===== config.mk =====
export PLATFORM = sky130hd
export DESIGN_NAME = cssc_top
export DESIGN_NICKNAME = d
export VERILOG_FILES = /design/src/hw/cssc_pkg.sv /design/src/hw/cssc_top.sv
export VERILOG_INCLUDE_DIRS = /design/src /design/src/hw
export SDC_FILE = /design/constraint.sdc
export NUM_CORES = 1
export LEC_CHECK = 0
export ABC_AREA = 0
export BUFFER_PORTS_ARGS = -buffer_cell sky130_fd_sc_hd__buf_2
export CAP_MARGIN = 20
export CORE_MARGIN = 2
export CORE_UTILIZATION = 50
export DETAILED_ROUTE_END_ITERATION = 16
export PLACE_DENSITY = 0.78
export REMOVE_ABC_BUFFERS = 1
export SLEW_MARGIN = 10
export SYNTH_ARGS = -nofsm -noshare
export SYNTH_HDL_FRONTEND = slang
export SYNTH_SLANG_ARGS = --single-unit

===== constraint.sdc =====
create_clock -name mclk_i -period 6.39 [get_ports mclk_i]
set_clock_uncertainty 0.2 [all_clocks]
set_input_delay 0.9585 -clock mclk_i [delete_from_list [all_inputs] [get_ports mclk_i]]
set_output_delay 0.9585 -clock mclk_i [all_outputs]
set_load 0.01 [all_outputs]

===== src/hw/cssc_defs.svh =====
// Offsets, field positions, reset values and cycle counts of the clock
// source and start-up control block. Assumes byte addressing on AHB-Lite.
`ifndef CSSC_DEFS_SVH
`define CSSC_DEFS_SVH

`define CSSC_OFS_FUSE 4'h0
`define CSSC_OFS_CTRL 4'h4
`define CSSC_OFS_STAT 4'h8

`define CSSC_FUSE_RST 7'h61
`define CSSC_FUSE_SEL_LSB 0
`define CSSC_FUSE_SUT_LSB 4
`define CSSC_FUSE_OPT_BIT 6

`define CSSC_CTRL_MODE_LSB 0
`define CSSC_CTRL_GO_BIT 3

`define CSSC_STAT_STATE_LSB 0
`define CSSC_STAT_KIND_LSB 3
`define CSSC_STAT_RSV_BIT 6
`define CSSC_STAT_DOM_LSB 7
`define CSSC_STAT_RANGE_LSB 12

`define CSSC_SEL_LFXTAL 4'h9
`define CSSC_SEL_XTAL_MIN 4'hA
`define CSSC_SEL_ERC_MIN 4'h5
`define CSSC_SEL_EXTCLK 4'h0

`define CSSC_CK_6 16'h0006
`define CSSC_CK_18 16'h0012
`define CSSC_CK_258 16'h0102
`define CSSC_CK_1K 16'h0400
`define CSSC_CK_16K 16384
`define CSSC_CK_32K 32768
`define CSSC_WDT_4K 4096
`define CSSC_WDT_64K 65536

`endif


===== src/hw/cssc_pkg.sv =====
// Types shared by the clock source and start-up control block.
// Assumes cssc_defs.svh supplies all numeric constants.
package cssc_pkg;
   typedef enum logic [2:0] {ST_RST_EXT, ST_START, ST_RUN, ST_SLEEP, ST_WAKE} cssc_state_t;
   typedef enum logic [2:0] {SM_IDLE, SM_ADC_NR, SM_PSAVE, SM_PDOWN} cssc_mode_t;
   typedef enum logic [2:0] {SK_EXTCLK, SK_IRC, SK_ERC, SK_LFXTAL, SK_XTAL} cssc_kind_t;
   typedef enum logic [2:0] {CC_6, CC_18, CC_258, CC_1K, CC_16K, CC_32K} cssc_cnt_t;
   typedef enum logic [1:0] {EX_NONE, EX_SHORT, EX_LONG} cssc_ext_t;
   typedef enum logic [1:0] {RG_LOW, RG_MID, RG_HIGH, RG_WIDE} cssc_range_t;
   typedef struct packed
   {
      logic core;
      logic flash;
      logic io;
      logic asy;
      logic adc;
   } cssc_dom_t;
endpackage


===== src/hw/cssc_top.sv =====
// Clock source decode, start-up timing and domain clock gating.
// Assumes src_tick_i and wdt_tick_i are one-cycle pulses synchronous to mclk_i.
//
// The placing of the registers and the AHB-Lite register port were chosen for this implementation.
`timescale 1ns/1ps
`include "cssc_defs.svh"

module cssc_top
   import cssc_pkg::*;
#(
   parameter int WDT_SHORT = `CSSC_WDT_4K,
   parameter int WDT_LONG = `CSSC_WDT_64K,
   parameter int SRC_16K = `CSSC_CK_16K,
   parameter int SRC_32K = `CSSC_CK_32K
)
(
   input wire logic mclk_i,
   input wire logic rst_n_i,
   input wire logic src_tick_i,
   input wire logic wdt_tick_i,
   input wire logic wake_i,
   input wire logic hsel_i,
   input wire logic [31:0] haddr_i,
   input wire logic [1:0] htrans_i,
   input wire logic hwrite_i,
   input wire logic [2:0] hsize_i,
   input wire logic [31:0] hwdata_i,
   input wire logic hready_i,
   output logic [31:0] hrdata_o,
   output logic hreadyout_o,
   output logic hresp_o,
   output logic core_clk_en_o,
   output logic flash_clk_en_o,
   output logic io_clk_en_o,
   output logic asy_clk_en_o,
   output logic adc_clk_en_o,
   output logic async_detect_o,
   output logic [2:0] src_kind_o,
   output logic [1:0] osc_range_o
);

   cssc_state_t state_reg, state_next;
   cssc_dom_t dom_reg, dom_next;
   logic [6:0] fuse_reg;
   logic [2:0] mode_reg;
   logic [15:0] src_cnt_reg;
   logic [16:0] wdt_cnt_reg;
   logic [31:0] hrdata_reg;
   logic wr_pend_reg;
   logic [3:0] wr_ofs_reg;
   logic async_reg;
   logic [2:0] kind_reg;
   logic [1:0] range_reg;

   // Fuse fields
   wire [3:0] sel = fuse_reg[`CSSC_FUSE_SEL_LSB +: 4];
   wire [1:0] startup_time_fuses = fuse_reg[`CSSC_FUSE_SUT_LSB +: 2];
   wire opt = fuse_reg[`CSSC_FUSE_OPT_BIT];

   // Source kind; fuse zero means programmed
   cssc_kind_t kind;
   assign kind = (sel >= `CSSC_SEL_XTAL_MIN) ? SK_XTAL :
                 (sel == `CSSC_SEL_LFXTAL) ? SK_LFXTAL :
                 (sel >= `CSSC_SEL_ERC_MIN) ? SK_ERC :
                 (sel == `CSSC_SEL_EXTCLK) ? SK_EXTCLK : SK_IRC;

   // Amplifier mode: programmed option fuse gives the wide rail-to-rail mode
   cssc_range_t range;
   assign range = !opt ? RG_WIDE :
                  (sel[3:1] == 3'b101) ? RG_LOW :
                  (sel[3:1] == 3'b110) ? RG_MID : RG_HIGH;

   // Start-up count and reset extension per source and start-up fuses
   cssc_cnt_t cc;
   cssc_ext_t ex;
   logic rsv;
   always_comb
   begin
      cc = CC_6;
      ex = EX_LONG;
      rsv = 1'b0;
      case (kind)
         SK_XTAL:
         begin
            case ({sel[0], startup_time_fuses})
               3'b000: begin cc = CC_258; ex = EX_SHORT; end
               3'b001: begin cc = CC_258; ex = EX_LONG; end
               3'b010: begin cc = CC_1K; ex = EX_NONE; end
               3'b011: begin cc = CC_1K; ex = EX_SHORT; end
               3'b100: begin cc = CC_1K; ex = EX_LONG; end
               3'b101: begin cc = CC_16K; ex = EX_NONE; end
               3'b110: begin cc = CC_16K; ex = EX_SHORT; end
               default: begin cc = CC_16K; ex = EX_LONG; end
            endcase
         end
         SK_LFXTAL:
         begin
            case (startup_time_fuses)
               2'b00: begin cc = CC_1K; ex = EX_SHORT; end
               2'b01: begin cc = CC_1K; ex = EX_LONG; end
               2'b10: begin cc = CC_32K; ex = EX_LONG; end
               // Reserved: fall back to the safest, longest delay
               default: begin cc = CC_32K; ex = EX_LONG; rsv = 1'b1; end
            endcase
         end
         SK_ERC:
         begin
            cc = (startup_time_fuses == 2'b11) ? CC_6 : CC_18;
            ex = (startup_time_fuses == 2'b00) ? EX_NONE : (startup_time_fuses == 2'b10) ? EX_LONG : EX_SHORT;
         end
         default:
         begin
            cc = CC_6;
            ex = (startup_time_fuses == 2'b00) ? EX_NONE : (startup_time_fuses == 2'b01) ? EX_SHORT : EX_LONG;
            rsv = (startup_time_fuses == 2'b11);
         end
      endcase
   end

   wire [15:0] src_tgt = (cc == CC_18) ? `CSSC_CK_18 :
                         (cc == CC_258) ? `CSSC_CK_258 :
                         (cc == CC_1K) ? `CSSC_CK_1K :
                         (cc == CC_16K) ? SRC_16K[15:0] :
                         (cc == CC_32K) ? SRC_32K[15:0] : `CSSC_CK_6;
   wire [16:0] wdt_tgt = (ex == EX_LONG) ? WDT_LONG[16:0] : WDT_SHORT[16:0];
   wire src_done = src_tick_i && (src_cnt_reg == src_tgt - 16'h0001);
   wire wdt_done = wdt_tick_i && (wdt_cnt_reg == wdt_tgt - 17'h00001);

   // Bus decode
   wire addr_ok = hsel_i && hready_i && htrans_i[1];
   wire [3:0] ofs = haddr_i[3:0];
   wire wr_fuse = wr_pend_reg && (wr_ofs_reg == `CSSC_OFS_FUSE);
   wire wr_ctrl = wr_pend_reg && (wr_ofs_reg == `CSSC_OFS_CTRL);
   wire sleep_go = wr_ctrl && hwdata_i[`CSSC_CTRL_GO_BIT] && (state_reg == ST_RUN);
   // Mode being written now, so the first sleep cycle already gates by it
   wire mode_wr = wr_ctrl && state_reg != ST_SLEEP && state_reg != ST_WAKE;
   wire [2:0] mode_next = mode_wr ? hwdata_i[`CSSC_CTRL_MODE_LSB +: 3] : mode_reg;
   wire [31:0] stat_word = {18'h0, range_reg, dom_reg, rsv, kind_reg, state_reg};
   wire [31:0] rd_mux = (ofs == `CSSC_OFS_FUSE) ? {25'h0, fuse_reg} :
                        (ofs == `CSSC_OFS_CTRL) ? {29'h0, mode_reg} :
                        (ofs == `CSSC_OFS_STAT) ? stat_word : 32'h0;

   // Sequencing: reset extension, then source start-up count, then run
   always_comb
   begin
      state_next = state_reg;
      case (state_reg)
         ST_RST_EXT:
            if (ex == EX_NONE || wdt_done)
               state_next = ST_START;
         ST_START:
            if (src_done)
               state_next = ST_RUN;
         ST_RUN:
            if (sleep_go)
               state_next = ST_SLEEP;
         // Idle and noise reduction kept the source running, so no count
         ST_SLEEP:
            if (wake_i)
               state_next = (mode_reg == SM_PDOWN || mode_reg == SM_PSAVE) ? ST_WAKE : ST_RUN;
         ST_WAKE:
            if (src_done)
               state_next = ST_RUN;
         default:
            state_next = ST_RST_EXT;
      endcase
   end

   // Domain gating by state and sleep mode
   wire run = (state_next == ST_RUN);
   wire slp = (state_next == ST_SLEEP) || (state_next == ST_WAKE);
   always_comb
   begin
      dom_next.core = run;
      dom_next.flash = run;
      dom_next.io = run || (slp && mode_next == SM_IDLE);
      dom_next.asy = run || (slp && mode_next != SM_PDOWN);
      dom_next.adc = run || (slp && (mode_next == SM_IDLE || mode_next == SM_ADC_NR));
   end

   always_ff @(posedge mclk_i or negedge rst_n_i)
   begin
      if (!rst_n_i)
      begin
         state_reg <= ST_RST_EXT;
         dom_reg <= '0;
         src_cnt_reg <= 16'h0000;
         wdt_cnt_reg <= 17'h00000;
      end
      else
      begin
         state_reg <= state_next;
         dom_reg <= dom_next;
         // Counters restart whenever the state moves on
         src_cnt_reg <= (state_next != state_reg) ? 16'h0000 :
                        (src_tick_i ? src_cnt_reg + 16'h0001 : src_cnt_reg);
         wdt_cnt_reg <= (state_next != state_reg) ? 17'h00000 :
                        (wdt_tick_i ? wdt_cnt_reg + 17'h00001 : wdt_cnt_reg);
      end
   end

   // Peripheral clock stopped: hand detection to asynchronous logic
   always_ff @(posedge mclk_i or negedge rst_n_i)
   begin
      if (!rst_n_i)
         async_reg <= 1'b1;
      else
         async_reg <= !dom_next.io;
   end

   always_ff @(posedge mclk_i or negedge rst_n_i)
   begin
      if (!rst_n_i)
      begin
         kind_reg <= 3'h0;
         range_reg <= 2'h0;
      end
      else
      begin
         kind_reg <= kind;
         range_reg <= range;
      end
   end

   // Fuse image; new values take effect in the source decode from the next cycle, with no new start-up
   always_ff @(posedge mclk_i or negedge rst_n_i)
   begin
      if (!rst_n_i)
         fuse_reg <= `CSSC_FUSE_RST;
      else if (wr_fuse)
         fuse_reg <= hwdata_i[6:0];
   end

   always_ff @(posedge mclk_i or negedge rst_n_i)
   begin
      if (!rst_n_i)
         mode_reg <= SM_IDLE;
      else if (mode_wr)
         mode_reg <= mode_next;
   end

   // Zero-wait slave: read data registered in the address phase
   always_ff @(posedge mclk_i or negedge rst_n_i)
   begin
      if (!rst_n_i)
      begin
         wr_pend_reg <= 1'b0;
         wr_ofs_reg <= 4'h0;
         hrdata_reg <= 32'h0;
      end
      else
      begin
         wr_pend_reg <= addr_ok && hwrite_i;
         wr_ofs_reg <= ofs;
         hrdata_reg <= (addr_ok && !hwrite_i) ? rd_mux : 32'h0;
      end
   end

   assign hrdata_o = hrdata_reg;
   assign hreadyout_o = 1'b1;
   assign hresp_o = 1'b0;
   assign core_clk_en_o = dom_reg.core;
   assign flash_clk_en_o = dom_reg.flash;
   assign io_clk_en_o = dom_reg.io;
   assign asy_clk_en_o = dom_reg.asy;
   assign adc_clk_en_o = dom_reg.adc;
   assign async_detect_o = async_reg;
   assign src_kind_o = kind_reg;
   assign osc_range_o = range_reg;
endmodule


==> results.py <==
metrics = {
    "logic_synthesis": {
        "synth-edff-count": 0,
        "syn_avg_cell_area_um2": 10.34,
        "netlist_instances": 394,
        "synth_top_family_by_area": "simple AND/OR/NAND/NOR gates",
        "synth_compound_area_share_pct": 8.231,
        "synth_cell_types": 55,
        "synth_seq_cells": 74,
        "synth_top_area_share_pct": 43.00,
        "synth_largest_area_cell": "dfrtp_1",
        "synthTopCellsByArea": "dfrtp_1 (43%), nor3_2 (7.4%), buf_4 (4.6%)",
        "yosysSeqAreaShare_pct": 45.58,
        "synthAdderAreaFrac_pct": 0.9214,
        "synth_area_um2": 4074,
        "synth_common_cells": "dfrtp_1 (70), nor3_2 (30), nor2_1 (28)",
        "synthMuxAreaShare_pct": 4.484,
        "async_flop_share_pct": 100.0,
        "ys.flop_type": "dfrtp_1",
        "synthMostInstantiatedCell": "dfrtp_1",
        "synth-simple-area-share_pct": 25.34,
        "yosys_warnings": 0,
        "yosys.area_share.xor_xnor_pct": 7.740,
    },
    "cts": {
        "cts.sinks": 74,
        "clk_latency_ps": 350,
        "cts-hold-fix-buffers": 0,
        "postCtsSetupBuffers": 0,
        "cts_buffers": 9,
        "clk_pin_slew_worst_paths_ps": 80,
        "cts-resized-gates": 0,
        "htreeDepth": 3,
        "root_buffer": "clkbuf_8",
        "cts_buffer_depth": 2,
        "cts_tree": "yes",
    },
    "floorplan": {
        "coreArea_um2": 7807,
        "die_h_um": 94.27,
        "chipWidth_um": 94.27,
        "ioPinCount": 122,
        "dieArea_um2": 8886,
        "fp-row-count": 32,
        "start_util_pct": 52.18,
    },
    "setup_path": {
        "reg2reg_from": "fuse_reg[3]",
        "critPathBufInv": 2,
        "path_cells": "o21ai_1, nor3_1, inv_1, ha_1, xnor2_1, nor2_1, nand4_1, or2_1, or4_4, a221oi_4, buf_4, nor3_1",
        "cp_max_fo": 33,
        "r2r_setup_slack_ps": 2590,
        "worstSetupEndpointType": "flop",
        "reg2reg_to": "wdt_cnt_reg[1]",
        "arrival_ps": 3810,
        "cp-start-kind": "flop",
        "critPathKind": "reg2reg",
        "max_stage_delay_ps": 670,
        "reg2reg_depth": 12,
        "crit_required_ps": 6400,
        "startpoint": "fuse_reg[3]",
        "cp_common_cell": "nor3_1",
        "crit_family": "simple AND/OR/NAND/NOR gates",
        "slowest_stage": "dfrtp_1",
    },
    "detailed_routing": {
        "drt_iter0_markers": 154,
        "route.detailed.drc": 0,
        "routed_wl_um": 7310,
        "drt-wirelength-per-cell_um": 13.56,
        "first_pass_iters": 5,
        "via_per_inst": 5.468,
        "vias": 2947,
        "ant_nets": 0,
    },
    "hold_path": {
        "holdPathEnd": "osc_range_o[0]",
        "hp-start": "fuse_reg[6]",
        "hp-class": "reg2reg",
        "whs_path_depth": 1,
    },
    "pwr": {
        "cellInternalPower_uw": 856.3,
        "ir_worst_vdd_mv": 0.1851,
        "powerDensity_nw_per_um2": 294.3,
        "p_leak_uw": 0.002046,
        "swShare_pct": 35.11,
        "p_clk_share_pct": 30.6,
        "seq_power_share_pct": 42.5,
        "p_switching_uw": 463.3,
        "comb_power_share_pct": 26.9,
    },
    "timing": {
        "rsz0062_at_grt": "false",
        "setup_violations": 0,
        "tightest_slew_ps": 903.9,
        "fin_setup_tns_ps": 0,
        "finalHoldViolCount": 0,
        "finalCriticalPeriod_ps": 3801,
        "clock.fmax_mhz": 263.1,
        "slew_headroom_pct": 39.74,
        "slew_viol_final": 0,
        "hold-worst-slack_ps": 262.4,
        "finalCritPeriodShare_pct": 59.48,
    },
    "global_route": {
        "grtUsageTotal_pct": 17.49,
        "grt_overflow": 0,
        "antenna_found_initial": 0,
        "grt_max_degree": 75,
        "grt_pass1_vias": 2748,
        "grt_first_pass_wirelength_um": 12390,
    },
    "run": {
        "cap_violations": 0,
    },
    "finish": {
        "drive_above_1_share_pct": 26.32,
        "fin_util_pct": 57.44,
        "synthToLayoutAreaGrowth_pct": 10.07,
        "instances_no_fill": 539,
        "fill_cells": 692,
        "diodes": 0,
        "largest_reg_flops": 17,
        "final_nets": 512,
    },
    "placement": {
        "gp_congestion": 0.8032,
        "port-buffer-count": 44,
        "placed_cells": 522,
        "dp_hpwl_um": 5088,
    },
    "status": {
        "status": "completed",
    },
}
## routing by layer
layer  vias up  wire length (um)  track usage, %  share of wire (%)
met2        87              3559           29.52                 49
met5         -                 0               0                  0
met4         0               101           6.884                1.4
li1       1434                 -               -                  -
met1      1418              3249           22.06                 44
met3         8               400           3.371                5.5
## layout make-up
type	count	area [um2]	area share (%)
inverter	10	37.54	0.8371
clock inverter	7	100.1	2.232
sequential	74	1857	41.41
multi-input combinational	290	1983	44.22
clock buffer	9	123.9	2.762
tap	102	127.6	2.846
timing repair buffer	47	255.2	5.692
## layout by cell type (no fill, tap or decap), types with 8 or more instances in the layout
master    synthesis  layout
nand4_1          13      13
dfrtp_1          70      70
xor2_1           17      17
clkbuf_8          0       9
and2_1            9       9
nand3_1          17      16
nor3_1           11      11
buf_2             2      44
nor3_2           30      30
nor2_1           28      28
conb_1            2      20
inv_1            10      10
xnor2_1          19      19
nor4_1            8       8
nand2_1          20      20
mux2_2           10      10
## through the flow
| stage | cell area (um2) | setup slack [ps] | power (uW) |
|---|---|---|---|
| 6_report | 4484 | 2589 | 1320 |
| 5_1_grt | 4484 | 2310 | 1397 |
| 4_1_cts | 4464 | 2544 | 1329 |
| 3_5_place_dp | 4240 | 2551 | 921.5 |
| 3_3_place_gp | 4240 | 2622 | 912.6 |
| 2_1_floorplan | 3872 | 2320 | 814.9 |
## worst register-to-register path, delay by kind of cell (launching register included)
kind	cells	cell delay, ps
xor gates and xnor gates	1	120
buffers and inverters	2	550
and+or+nand+nor	6	1340
adders and majority gates	1	290
AOI/OAI and AO/OA	2	470
DFF	1	670
## power by group through the flow
stage	Sequential [uW]	Clock, uW	Combinational (uW)
6_report	561	404	354
5_1_grt	568	435	394
4_1_cts	561	415	353
3_5_place_dp	570	0	351
3_3_place_gp	569	0	344
2_1_floorplan	566	0	248
## logic make-up after synthesis
group	Yosys count
compound gates	47
simple gates	167
other cells	2
flops	74
buf+inv	48
fa+ha+maj	3
xor+xnor	36
mux	17
## how the worst max path moves through the flow
stage                           endpoint  depth (start not counted)  slack [ps]
after floorplan           wdt_cnt_reg[0]                         11        2320
after global placement    wdt_cnt_reg[0]                         12        2620
after detailed placement  wdt_cnt_reg[2]                         12        2550
after CTS                 wdt_cnt_reg[1]                         12        2540
after global routing      wdt_cnt_reg[2]                         12        2310
final                     wdt_cnt_reg[1]                         12        2590
No activity file was read; power rests on OpenSTA's default activity.
